<file path="src/overlay_cfg.svh">
// Constants for the text overlay row decoder: offsets, field positions, reset values.
// Assumes inclusion by the decoder module only.
`ifndef OVERLAY_CFG_SVH
`define OVERLAY_CFG_SVH
// Byte offsets relative to the row base, added to z times the cell size (cell z starts at 1)
`define SER_CELL_OFS   8'h05
`define BAS_CODE_OFS   8'h04
`define BAS_PAL_OFS    8'h05
`define EXT_CODE_OFS   8'h03
`define EXT_PAL_OFS    8'h04
`define EXT_SHAPE_OFS  8'h05
// Serial byte fields
`define SER_ATTR_BIT   7
`define SER_BACK_BIT   6
`define SER_BLINK_BIT  5
`define SER_SLANT_BIT  4
// Shape byte fields
`define SHP_CODE_HIGH  7
`define SHP_DBL_H      6
`define SHP_DBL_W      5
`define SHP_FORE_EXT   4
`define SHP_BACK_EXT   3
`define SHP_BLINK      2
`define SHP_SHADOW     1
`define SHP_HALO       0
// Palette byte base addresses of entry zero (palette swap clear)
`define FORE_PAL_BASE  8'h10
`define BACK_PAL_BASE  8'h30
// Register port offsets
`define REG_CTRL       4'h0
`define REG_ROW        4'h1
`define REG_COUNT      4'h2
`define REG_STATUS     4'h3
`define REG_GLYPH_LO   4'h4
`define REG_GLYPH_HI   4'h5
`define REG_PTRS       4'h6
`define REG_FLAGS      4'h7
`define REG_BASE       4'h8
`define CTRL_RESET     8'h00
`define ROW_RESET      8'h00
`define COUNT_RESET    6'h01
`define BASE_RESET     9'h000
`endif

</file>
<file path="src/overlay_pkg.sv">
// Types shared by the text overlay row decoder.
// Assumes the constants header is compiled alongside.
package overlay_pkg;
   // Cell layout modes of a row
   typedef enum logic [1:0] {MODE_SERIAL, MODE_BASIC, MODE_EXTENDED, MODE_UNUSED} cell_mode_e;
   // Decoder sequencing
   typedef enum logic [1:0] {ST_IDLE, ST_FETCH, ST_WAIT, ST_EMIT} walk_state_e;
   typedef logic [8:0] ram_addr_t;
endpackage

</file>
<file path="src/text_overlay_row_decoder.sv">
// Row decoder: walks one row buffer of display RAM and decodes each cell into
// glyph address, palette pointers and per-glyph drawing controls.
// Assumes a synchronous display RAM with one cycle read latency and a host that
// has filled the row buffer before starting a walk.
//
// Design decisions made here: the address map and strobed register access.
`timescale 1ns/1ps
`include "overlay_cfg.svh"

module text_overlay_row_decoder
   import overlay_pkg::*;
(
   input  wire logic       clk_sys_in,      // 250 MHz system clock
   input  wire logic       nrst_in,         // Synchronous reset, active low
   input  wire logic [3:0] reg_addr_in,     // Register address
   input  wire logic [7:0] reg_wdata_in,    // Register write data
   input  wire logic       reg_wr_in,       // Write strobe
   input  wire logic       reg_rd_in,       // Read strobe
   output logic      [7:0] reg_rdata_out,   // Read data, cycle after strobe
   output logic      [8:0] ram_addr_out,    // Display RAM byte address
   output logic            ram_rd_out,      // Display RAM read request
   input  wire logic [7:0] ram_rdata_in,    // Display RAM data, one cycle later
   output logic            cell_valid_out,  // One-cycle pulse per decoded cell
   output logic     [10:0] glyph_addr_out,  // Font memory glyph index
   output logic      [4:0] fore_ptr_out,    // Bank bit and foreground pointer
   output logic      [4:0] back_ptr_out,    // Bank bit and background pointer
   output logic      [7:0] fore_pal_addr_out, // Palette byte address, foreground
   output logic      [7:0] back_pal_addr_out, // Palette byte address, background
   output logic            blank_out,       // Draw cell as background space
   output logic            slant_out,       // Italic drawing
   output logic            shadow_out,      // Shadow on right and bottom
   output logic            halo_out,        // Fringe around foreground
   output logic            dbl_height_out,  // Double height
   output logic            dbl_width_out,   // Double width
   output logic            upper_half_out,  // Upper half of a tall glyph
   output logic            skip_out,        // Cell covered by a wide neighbour
   output logic            busy_out         // Row walk in progress
);

   // Control: [1:0] mode, [2] palette swap, [3] start (self clearing)
   logic [7:0]  ctrl_q;
   // Row attributes: [7] matrix, [6] upper half, [4] vert, [3] horiz, [2] blink, [0] halo
   logic [7:0]  row_q;
   logic [5:0]  count_q;           // Glyph count of the row
   ram_addr_t   base_q;            // Row base address, always even
   walk_state_e state_q;           // Walk sequencer
   logic [5:0]  cell_q;            // Current cell z, from 1
   logic [1:0]  byte_q;            // Byte index within a cell
   logic [7:0]  code_q;            // Captured code byte
   logic [7:0]  pal_q;             // Captured palette byte
   logic        done_q;            // Sticky: last walk finished
   logic        blink_follow_q;    // Serial: later glyphs blink
   logic        slant_select_q;    // Serial: later glyphs slant
   logic [3:0]  fore_ser_q;        // Serial fore pointer
   logic [3:0]  back_ser_q;        // Serial back pointer
   logic        wide_pend_q;       // Previous glyph was double width

   cell_mode_e  mode;
   logic        palette_swap_sel;
   logic        blink_row_on;
   logic        edge_halo_row;
   logic        font_matrix_select;
   logic [1:0]  bytes_per_cell;
   logic        last_byte;
   logic        start;

   // Mode code 3 is not defined; it decodes as serial but never loads the serial running attributes
   assign mode               = cell_mode_e'(ctrl_q[1:0]);
   assign palette_swap_sel   = ctrl_q[2];
   // Start is taken straight from the write strobe, never stored
   assign start              = reg_wr_in && (reg_addr_in == `REG_CTRL) && reg_wdata_in[3];
   assign blink_row_on       = row_q[2];
   assign edge_halo_row      = row_q[0];
   assign font_matrix_select = row_q[7];
   assign bytes_per_cell     = (mode == MODE_EXTENDED) ? 2'd3 :
                               (mode == MODE_BASIC) ? 2'd2 : 2'd1;
   assign last_byte          = (byte_q == bytes_per_cell - 2'd1);

   // Byte address of cell z, byte b; one helper serves all three layouts
   function automatic ram_addr_t cell_byte_addr(input ram_addr_t base, input cell_mode_e m,
                                                input logic [5:0] z, input logic [1:0] b);
      logic [8:0] zz;
      zz = {3'b000, z};
      case (m)
         MODE_BASIC:    cell_byte_addr = base + {1'b0, `BAS_CODE_OFS} + 9'(zz * 2) + 9'(b);
         MODE_EXTENDED: cell_byte_addr = base + {1'b0, `EXT_CODE_OFS} + 9'(zz * 3) + 9'(b);
         default:       cell_byte_addr = base + {1'b0, `SER_CELL_OFS} + zz;
      endcase
   endfunction

   // Palette byte address from bank-less pointer; entries are two bytes apart
   // Bank bit is not part of this address; it travels on the pointer ports
   function automatic logic [7:0] pal_addr(input logic [7:0] base, input logic [3:0] ptr);
      pal_addr = base + {3'b000, ptr, 1'b0};
   endfunction

   // Register writes; reserved control and count bits dropped, row bits all stored
   always_ff @(posedge clk_sys_in)
   begin
      if (!nrst_in)
      begin
         ctrl_q  <= `CTRL_RESET;
         row_q   <= `ROW_RESET;
         count_q <= `COUNT_RESET;
         base_q  <= `BASE_RESET;
      end
      else if (reg_wr_in)
      begin
         case (reg_addr_in)
            `REG_CTRL:  ctrl_q  <= {5'b00000, reg_wdata_in[2:0]};
            `REG_ROW:   row_q   <= reg_wdata_in;
            `REG_COUNT: count_q <= reg_wdata_in[5:0];
            // Low bit forced to zero: row buffers sit at even addresses
            `REG_BASE:  base_q  <= {reg_wdata_in, 1'b0};
            default:    ctrl_q  <= ctrl_q;
         endcase
      end
   end

   // Register reads, answered one cycle later; unmapped reads give zero
   always_ff @(posedge clk_sys_in)
   begin
      if (!nrst_in)
         reg_rdata_out <= 8'h00;
      else if (reg_rd_in)
      begin
         case (reg_addr_in)
            `REG_CTRL:     reg_rdata_out <= ctrl_q;
            `REG_ROW:      reg_rdata_out <= row_q;
            `REG_COUNT:    reg_rdata_out <= {2'b00, count_q};
            `REG_STATUS:   reg_rdata_out <= {6'h00, done_q, busy_out};
            `REG_GLYPH_LO: reg_rdata_out <= glyph_addr_out[7:0];
            `REG_GLYPH_HI: reg_rdata_out <= {5'h00, glyph_addr_out[10:8]};
            `REG_PTRS:     reg_rdata_out <= {fore_ptr_out[3:0], back_ptr_out[3:0]};
            `REG_FLAGS:    reg_rdata_out <= {1'b0, skip_out, dbl_width_out, dbl_height_out,
                                             halo_out, shadow_out, slant_out, blank_out};
            `REG_BASE:     reg_rdata_out <= base_q[8:1];
            default:       reg_rdata_out <= 8'h00;
         endcase
      end
      else
         reg_rdata_out <= 8'h00;
   end

   // Walk sequencer: fetch each byte, wait for RAM, emit on a cell's last byte
   always_ff @(posedge clk_sys_in)
   begin
      if (!nrst_in)
      begin
         state_q <= ST_IDLE;
         cell_q  <= 6'h01;
         byte_q  <= 2'd0;
         done_q  <= 1'b0;
      end
      else
      begin
         case (state_q)
            ST_IDLE:
            begin
               if (start)
               begin
                  state_q <= ST_FETCH;
                  cell_q  <= 6'h01;
                  byte_q  <= 2'd0;
                  done_q  <= 1'b0;
               end
            end
            ST_FETCH:
               // RAM answers one cycle after the request
               state_q <= ST_WAIT;
            ST_WAIT:
            begin
               if (last_byte)
                  state_q <= ST_EMIT;
               else
               begin
                  byte_q  <= byte_q + 2'd1;
                  state_q <= ST_FETCH;
               end
            end
            ST_EMIT:
            begin
               byte_q <= 2'd0;
               // Finish after the counted cell; a count of zero walks one cell
               // Next cell starts fetching straight after emit, no gap
               if (cell_q >= count_q)
               begin
                  state_q <= ST_IDLE;
                  done_q  <= 1'b1;
               end
               else
               begin
                  cell_q  <= cell_q + 6'h01;
                  state_q <= ST_FETCH;
               end
            end
            default:
               state_q <= ST_IDLE;
         endcase
      end
   end

   // RAM request driven combinationally from the sequencer
   // Address follows the cell and byte counters with no register stage
   always_comb
   begin
      ram_rd_out   = (state_q == ST_FETCH);
      ram_addr_out = cell_byte_addr(base_q, mode, cell_q, byte_q);
      busy_out     = (state_q != ST_IDLE);
   end

   // Shape byte is not stored; the emit cycle reads it off the RAM lines
   // Capture code and palette bytes as they return
   always_ff @(posedge clk_sys_in)
   begin
      if (!nrst_in)
      begin
         code_q <= 8'h00;
         pal_q  <= 8'h00;
      end
      else if (state_q == ST_WAIT)
      begin
         if (byte_q == 2'd0)
            code_q <= ram_rdata_in;
         else if (byte_q == 2'd1)
            pal_q <= ram_rdata_in;
      end
   end

   // Serial running attributes; cleared at the start of each row
   // A start while busy also clears these, so hosts should wait for idle
   always_ff @(posedge clk_sys_in)
   begin
      if (!nrst_in || start)
      begin
         blink_follow_q <= 1'b0;
         slant_select_q <= 1'b0;
         fore_ser_q     <= 4'h0;
         back_ser_q     <= 4'h0;
      end
      else if (state_q == ST_WAIT && mode == MODE_SERIAL && ram_rdata_in[`SER_ATTR_BIT])
      begin
         if (ram_rdata_in[`SER_BACK_BIT])
            back_ser_q <= ram_rdata_in[3:0];                     // Bits 5:4 unused
         else
         begin
            blink_follow_q <= ram_rdata_in[`SER_BLINK_BIT];
            slant_select_q <= ram_rdata_in[`SER_SLANT_BIT];
            fore_ser_q     <= ram_rdata_in[3:0];
         end
      end
   end

   // Double width only from an 18x26 extended shape byte
   // Shared by the carry flag and the decoded output so both agree
   function automatic logic dbl_width_d();
      dbl_width_d = (mode == MODE_EXTENDED) && font_matrix_select
                    && ram_rdata_in[`SHP_DBL_W];
   endfunction

   // Double-width carry: the following cell is decoded but marked as skipped
   always_ff @(posedge clk_sys_in)
   begin
      if (!nrst_in || start)
         wide_pend_q <= 1'b0;
      else if (state_q == ST_EMIT)
         wide_pend_q <= !wide_pend_q && dbl_width_d();
   end

   // Decode outputs, registered on the emit cycle
   // Levels hold between pulses so software can read them back
   always_ff @(posedge clk_sys_in)
   begin
      if (!nrst_in)
      begin
         cell_valid_out    <= 1'b0;
         glyph_addr_out    <= 11'h000;
         fore_ptr_out      <= 5'h00;
         back_ptr_out      <= 5'h00;
         fore_pal_addr_out <= `FORE_PAL_BASE;
         back_pal_addr_out <= `BACK_PAL_BASE;
         blank_out         <= 1'b0;
         slant_out         <= 1'b0;
         shadow_out        <= 1'b0;
         halo_out          <= 1'b0;
         dbl_height_out    <= 1'b0;
         dbl_width_out     <= 1'b0;
         upper_half_out    <= 1'b0;
         skip_out          <= 1'b0;
      end
      else
      begin
         cell_valid_out <= (state_q == ST_EMIT);
         if (state_q == ST_EMIT)
         begin
            skip_out       <= wide_pend_q;
            upper_half_out <= row_q[6];
            case (mode)
               MODE_BASIC:
               begin
                  glyph_addr_out    <= {3'b000, code_q};
                  fore_ptr_out      <= {palette_swap_sel, pal_q[7:4]};
                  back_ptr_out      <= {palette_swap_sel, pal_q[3:0]};
                  fore_pal_addr_out <= pal_addr(`FORE_PAL_BASE, pal_q[7:4]);
                  back_pal_addr_out <= pal_addr(`BACK_PAL_BASE, pal_q[3:0]);
                  // Basic mode has no per-glyph blink or size controls
                  blank_out      <= 1'b0;
                  slant_out      <= 1'b0;
                  shadow_out     <= 1'b0;
                  halo_out       <= 1'b0;
                  dbl_height_out <= 1'b0;
                  dbl_width_out  <= 1'b0;
               end
               MODE_EXTENDED:
               begin
                  // Shape byte is still on the RAM data lines this cycle
                  if (font_matrix_select)
                     glyph_addr_out <= {2'b00, ram_rdata_in[`SHP_CODE_HIGH], code_q};
                  else
                     glyph_addr_out <= {ram_rdata_in[7:5], code_q};
                  fore_ptr_out <= {palette_swap_sel ^ ram_rdata_in[`SHP_FORE_EXT],
                                   pal_q[7:4]};
                  back_ptr_out <= {palette_swap_sel ^ ram_rdata_in[`SHP_BACK_EXT],
                                   pal_q[3:0]};
                  fore_pal_addr_out <= pal_addr(`FORE_PAL_BASE, pal_q[7:4]);
                  back_pal_addr_out <= pal_addr(`BACK_PAL_BASE, pal_q[3:0]);
                  blank_out  <= ram_rdata_in[`SHP_BLINK] && blink_row_on;
                  slant_out  <= 1'b0;
                  shadow_out <= ram_rdata_in[`SHP_SHADOW];
                  halo_out   <= ram_rdata_in[`SHP_HALO] && edge_halo_row;
                  dbl_height_out <= font_matrix_select && ram_rdata_in[`SHP_DBL_H];
                  dbl_width_out  <= dbl_width_d();
               end
               default:
               begin
                  // Serial: attribute cells draw as background spaces
                  glyph_addr_out    <= {4'h0, code_q[6:0]};
                  fore_ptr_out      <= {palette_swap_sel, fore_ser_q};
                  back_ptr_out      <= {palette_swap_sel, back_ser_q};
                  fore_pal_addr_out <= pal_addr(`FORE_PAL_BASE, fore_ser_q);
                  back_pal_addr_out <= pal_addr(`BACK_PAL_BASE, back_ser_q);
                  blank_out  <= code_q[`SER_ATTR_BIT] || (blink_follow_q && blink_row_on);
                  slant_out  <= slant_select_q;
                  shadow_out <= 1'b0;
                  halo_out   <= edge_halo_row;
                  dbl_height_out <= 1'b0;
                  dbl_width_out  <= 1'b0;
               end
            endcase
         end
      end
   end

endmodule

</file>
<file path="config.mk">
export PLATFORM = sky130hd
export DESIGN_NAME = text_overlay_row_decoder
export DESIGN_NICKNAME = d
export VERILOG_FILES = /design/src/overlay_pkg.sv /design/src/text_overlay_row_decoder.sv
export VERILOG_INCLUDE_DIRS = /design/src
export SDC_FILE = /design/constraint.sdc
export NUM_CORES = 1
export LEC_CHECK = 0
export BUFFER_PORTS_ARGS = -buffer_cell sky130_fd_sc_hd__buf_4
export CORE_MARGIN = 3
export CORE_UTILIZATION = 40
export DETAILED_ROUTE_END_ITERATION = 12
export GPL_TIMING_DRIVEN = 0
export SYNTH_ARGS = -nofsm -noshare
export SYNTH_HDL_FRONTEND = slang
export SYNTH_SLANG_ARGS = --single-unit
</file>
<file path="constraint.sdc">
create_clock -name clk_sys_in -period 3.9 [get_ports clk_sys_in]
set_clock_uncertainty 0.15 [all_clocks]
set_input_delay 0.975 -clock clk_sys_in [delete_from_list [all_inputs] [get_ports clk_sys_in]]
set_output_delay 0.975 -clock clk_sys_in [all_outputs]
set_load 0.02 [all_outputs]
</file>
* Word level (Yosys, flattened, before mapping)
Index checks and enable logic that the tools add are counted.
** Storage, ports and cells
- Register bits after elaboration :: 117
- Input port bits :: 24
- Output and inout bits :: 65
- Word-level logic and storage cells :: 134
** Operators by class
- Add/sub/neg operators :: 15
- Multiply operators :: 1
- $lt $le $gt $ge :: 1
- Equality and inequality tests :: 19
- Multiplexer cells :: 29
- Bitwise operators :: 4
- Reductions and logical operators :: 35
** Operator list (number)
- one-hot mux 8 bit (9 select lines) :: 1
- one-hot mux 11 bit (2 select lines) :: 1
- one-hot mux 5 bit (2 select lines) :: 2
- adder 9 x 2 -> 9 bit :: 2
- adder 9 x 3 -> 9 bit, second input constant :: 2
- 2-to-1 mux 6 bit :: 3
- one-hot mux 9 bit (2 select lines) :: 1
- equality test 4 x 3 -> 1 bit, second input constant :: 4
- AND reduction 2 bit :: 8
- adder 6 x 5 -> 7 bit, first input constant :: 2
- adder 5 x 5 -> 6 bit, first input constant :: 2
- 2-to-1 mux 2 bit :: 6
- one-hot mux 6 bit (2 select lines) :: 1
- AND reduction 3 bit :: 4
- logical AND 1 bit :: 11
- 2-to-1 mux 11 bit :: 1
- adder 9 x 2 -> 9 bit, second input constant :: 1
- adder 9 x 6 -> 9 bit :: 1
- adder 9 x 7 -> 9 bit :: 1
- adder 9 x 8 -> 9 bit :: 1
- equality test 4 x 2 -> 1 bit, second input constant :: 2
- multiplier 6 x 2 -> 8 bit, second input constant :: 1
- inequality test 2 bit, second input constant :: 4
- one-hot mux 2 bit (4 select lines) :: 1
- other kinds (22) :: 41

* Depth between registers and ports, before layout
- Depth after elaboration :: 7
- Mapped depth :: 12
- Depth with buffers taken out :: 12

* Worst setup path after synthesis
OpenSTA, ideal clock, no wires.
- Path kind :: register to output
- Start point :: register cell_q[1]
- End point :: output ram_addr_out[7]
- Data arrival time :: 2.890 ns
- Data required time :: 2.775 ns
- Path slack :: -0.115 ns
- Cell stages (with the launch flop) :: 12
- Path buffers :: 0
- Path through :: dfxtp_1 -> inv_1 -> fa_1 -> inv_1 -> ha_1 -> ha_1 -> nand2_1 -> o21ai_0 -> a31oi_1 -> nor4b_1 -> a211oi_1 -> mux2i_1
** Between the ends
- Longest elaborated chain between the ends :: 4
- Elaborated cells between the ends (all ways) :: 7
- Those cells by class :: 5 x add/sub; 1 x mul; 1 x mux
** Ends and longest elaborated chain
- start, declared :: RTL line text_overlay_row_decoder.sv:47 : logic [5:0] cell_q;
- start signal, assigned :: RTL line text_overlay_row_decoder.sv:193 : cell_q <= cell_q + 6'h01;
- multiplier 6 x 2 -> 8 bit :: RTL line text_overlay_row_decoder.sv:86 : MODE_EXTENDED: cell_byte_addr = base + {1'b0, `EXT_CODE_OFS} + 9'(zz * 3) + 9'(b);
- adder 9 x 8 -> 9 bit :: RTL line text_overlay_row_decoder.sv:86
- adder 9 x 2 -> 9 bit :: RTL line text_overlay_row_decoder.sv:86
- one-hot mux 9 bit (2 select lines) * :: RTL line text_overlay_row_decoder.sv:84 : case (m)
- end, declared :: RTL line text_overlay_row_decoder.sv:20 : output logic [8:0] ram_addr_out,
Mark *: on every way between the ends. The rest lies on a longest branch, timed or not.

* Final worst setup path
- Start point :: register base_q[2]
- End point :: output ram_addr_out[3]
** Between the ends
- Longest elaborated chain between the ends :: 4
- Elaborated cells between the ends (all ways) :: 9
- Those cells by class :: 8 x add/sub; 1 x mux
** Ends and longest elaborated chain
- start, declared :: RTL line text_overlay_row_decoder.sv:45 : ram_addr_t base_q;
- start signal, assigned :: RTL line text_overlay_row_decoder.sv:105 : base_q <= `BASE_RESET;
- start signal, assigned :: RTL line text_overlay_row_decoder.sv:114 : `REG_BASE: base_q <= {reg_wdata_in, 1'b0};
- adder 9 x 2 -> 9 bit or adder 9 x 3 -> 9 bit (tied branches) :: RTL line text_overlay_row_decoder.sv:86, text_overlay_row_decoder.sv:85
- adder 9 x 8 -> 9 bit or adder 9 x 7 -> 9 bit (tied branches) :: RTL line text_overlay_row_decoder.sv:86, text_overlay_row_decoder.sv:85
- adder 9 x 2 -> 9 bit, on equally long branches :: RTL line text_overlay_row_decoder.sv:86, text_overlay_row_decoder.sv:85
- one-hot mux 9 bit (2 select lines) * :: RTL line text_overlay_row_decoder.sv:84
Marked as above.

==> reports/qor.yml <==
clk_pin_slew_ns: 0.08
grt_pass1_wl_mm: 33.5
r2r_slack_ns: 1.11
gp_congestion: 0.873
fillCellCount: 1518
die_h_um: 133
p_leak_nw: 3.33
synthAdderAreaFrac_pct: 12.6
via_per_inst: 5.44
synth_top_area_share_pct: 34.2
firstDrtPassIters: 6
synth.area.top_cells: "dfxtp_1 34%, ha_1 9.8%, nand2_1 6.1%, a21boi_0 5.2%, a21oi_1 4.1%"
synth_top_family_by_area: "compound AO/OA/AOI/OAI gates"
syn-cell-area_um2: 6500
rsz0062_at_grt: "yes"
fin_setup_tns_ns: -1.06
synth_xor_area_share_pct: 2.16
ir_drop_v: 0.000332
path_class: "reg2out"
drv_cap: 0
dieArea_um2: 17800
die_w_um: 133
crit_chain: "inv_4, fa_1, inv_2, ha_4, ha_4, a21oi_4, o21ai_4, buf_4, buf_6, xor2_1, a221oi_2, a21oi_1, buf_4"
stdcell_count: 1109
yosys_warnings: 0
violations: "setup timing"
row_count: 45
timing.hold.ws_ns: 0.316
grt_max_degree: 20
worstSetupEndpointType: "primary output"
avgSynthCellArea_um2: 8.37
fmax_mhz: 242
grt_usage_pct: 24.1
wl_per_cell_um: 19.2
layout-drive-gt1-share_pct: 23.1
tritoncts: "yes"
synth_simple_gate_area_share_pct: 19.5
crit_required_ns: 2.77
r2r-end: "fore_ptr_out[1]$_SDFFE_PN0P_"
area_delta_synth_final_pct: 26.7
core_area_um2: 15500
worstPathMaxFanout: 4
finalWorstSetupSlack_ns: -0.226
ys_ff_latch: 111
outcome: "finished with violations"
post-route-period-util_pct: 106
yosys-mux-area-fraction_pct: 4.91
synth_common_cells: "111 x dfxtp_1, 106 x nand2_1, 53 x a21oi_1, 51 x ha_1"
rr_worst_depth: 7
setup_viol: 6
worstPathArrival_ns: 3.00
fin_nets: 976
clock_sinks: 111
slew_headroom_pct: 47.4
synth_edf_count: 0
post-dp-hpwl_mm: 15.8
vias: 6036
synth_cell_types: 62
p_per_area_nw_per_um2: 285
slew_viol_final: 0
grt_pass1_vias: 5915
clockRootBuffer: "clkbuf_16"
hold_viol: 0
critPathMaxStageDelay_ns: 0.55
grt-ovfl-total: 0
clk_latency_ns: 0.36
numCtsBuffers: 9
yosys.area.top_type: "dfxtp_1"
endpoint: "ram_addr_out[3]"
startpoint_type: "flip-flop"
hp-class: "reg2reg"
r2r-start: "ctrl_q[0]$_SDFFE_PN0P_"
portBuffers: 80
dp.cells: 1072
drc: 0
syn_inst: 777
synth_compound_area_share_pct: 20.6
async_flop_share_pct: 0
ios: 89
initial_core_util_pct: 41.8
total_power_mw: 2.35
cp-startpoint: "base_q[2]$_SDFFE_PN0P_"
antenna_found_initial: 0
ys.flop_type: "dfxtp_1"
cts_max_level: 3
slowest_stage: "fa_1"
yosysMostFrequentCell: "dfxtp_1"
drt_iter0_markers: 436
ant_nets: 0
clockBufferDepth: 2
wirelength_mm: 21.3
hold_buffers: 0
fin_crit_ns: 4.13
yosysSeqAreaShare_pct: 34.2
timing_worst_slew_pin_value_ns: 0.789
[stage by stage]
stage	area, um^2	setup slack, ns	utilization (%)
global route	8230	-0.323	53.0
finish	8230	-0.226	53.0
global placement	7390	-0.458	47.6
CTS	8150	-0.193	52.4
floorplan	6530	0.0504	-
detailed placement	7390	-0.461	47.6
[critical path, delay by kind of cell (launching register included)]
| kind | cells | cell delay, ns |
|---|---|---|
| buf+inv | 5 | 0.53 |
| flops | 1 | 0.37 |
| xor+xnor | 1 | 0.14 |
| compound gates | 4 | 0.57 |
| fa+ha+maj | 3 | 1.04 |
[cell families (layout without fill, tap and decap cells)]
group	count (synthesis)	in the layout
flops	111	111
xor+xnor	16	16
buf+inv	91	207
other cells	1	6
simple gates	265	265
fa+ha+maj	60	60
mux	31	31
compound gates	202	202
[state kept, by name, summed over array words and instances (netlist names), 6 cells and up]
name and flops:
glyph_addr_out 11, base_q 8, code_q 8, pal_q 8, reg_rdata_out 8, row_q 8
cell_q 6, count_q 6
[worst min path at each step]
| stage | from | to | slack, ns | cells after the start |
|---|---|---|---|---|
| 4_1_cts | code_q[4]$_SDFFE_PN0P_ | code_q[4]$_SDFFE_PN0P_ | 0.32 | 2 |
| 5_1_grt | code_q[4]$_SDFFE_PN0P_ | glyph_addr_out[4]$_SDFFE_PN0P_ | 0.34 | 2 |
| 3_5_place_dp | fore_pal_addr_out[4]$_SDFFE_PN1P_ | fore_pal_addr_out[4]$_SDFFE_PN1P_ | 0.30 | 1 |
| 6_report | code_q[4]$_SDFFE_PN0P_ | glyph_addr_out[4]$_SDFFE_PN0P_ | 0.32 | 2 |
| 3_3_place_gp | fore_pal_addr_out[4]$_SDFFE_PN1P_ | fore_pal_addr_out[4]$_SDFFE_PN1P_ | 0.30 | 1 |
| 2_1_floorplan | code_q[4]$_SDFFE_PN0P_ | glyph_addr_out[4]$_SDFFE_PN0P_ | 0.29 | 2 |
[power by group]
part	switching (mW)	total (mW)	internal, mW
clock	0.455	1.05	0.593
combinational	0.103	0.164	0.0606
sequential	0.00594	1.14	1.13
total	0.564	2.35	1.78
[cell type report]
cell class	count	area, um^2	area share, %
Clock inverter	6	101	1.23
Clock buffer	10	239	2.90
Timing Repair Buffer	101	781	9.48
Buffer	46	221	2.69
Sequential cell	111	2260	27.5
Tap cell	211	264	3.21
Antenna cell	1	2.50	0.0304
Inverter	44	174	2.11
Multi-Input combinational cell	579	4190	50.9
[timing repair]
action                                  4_1_cts  5_1_grt
endpoints found under the setup margin        8        8
buffers inserted                             18        3
resized for setup                            65       15
pin swaps                                    17       17
[routing by layer]
metal | wire length (um) | GRT usage [%]
met1 | 9850 | 33.6
met2 | 9500 | 37.8
met3 | 1490 | 4.65
met4 | 470 | 7.37
met5 | 0 | 0
[cells in the final DEF (no fill, tap or decap), drive strengths merged, types with 11 or more instances in the layout]
master / count
buf: 122
dfxtp: 111
nand2: 106
a21oi: 54
ha: 51
a21boi: 48
nand3: 46
inv: 45
nor2: 44
clkbuf: 35
o21ai: 33
nor2b: 26
mux2i: 24
xnor2: 11
Power figures use the tool's default switching activity.
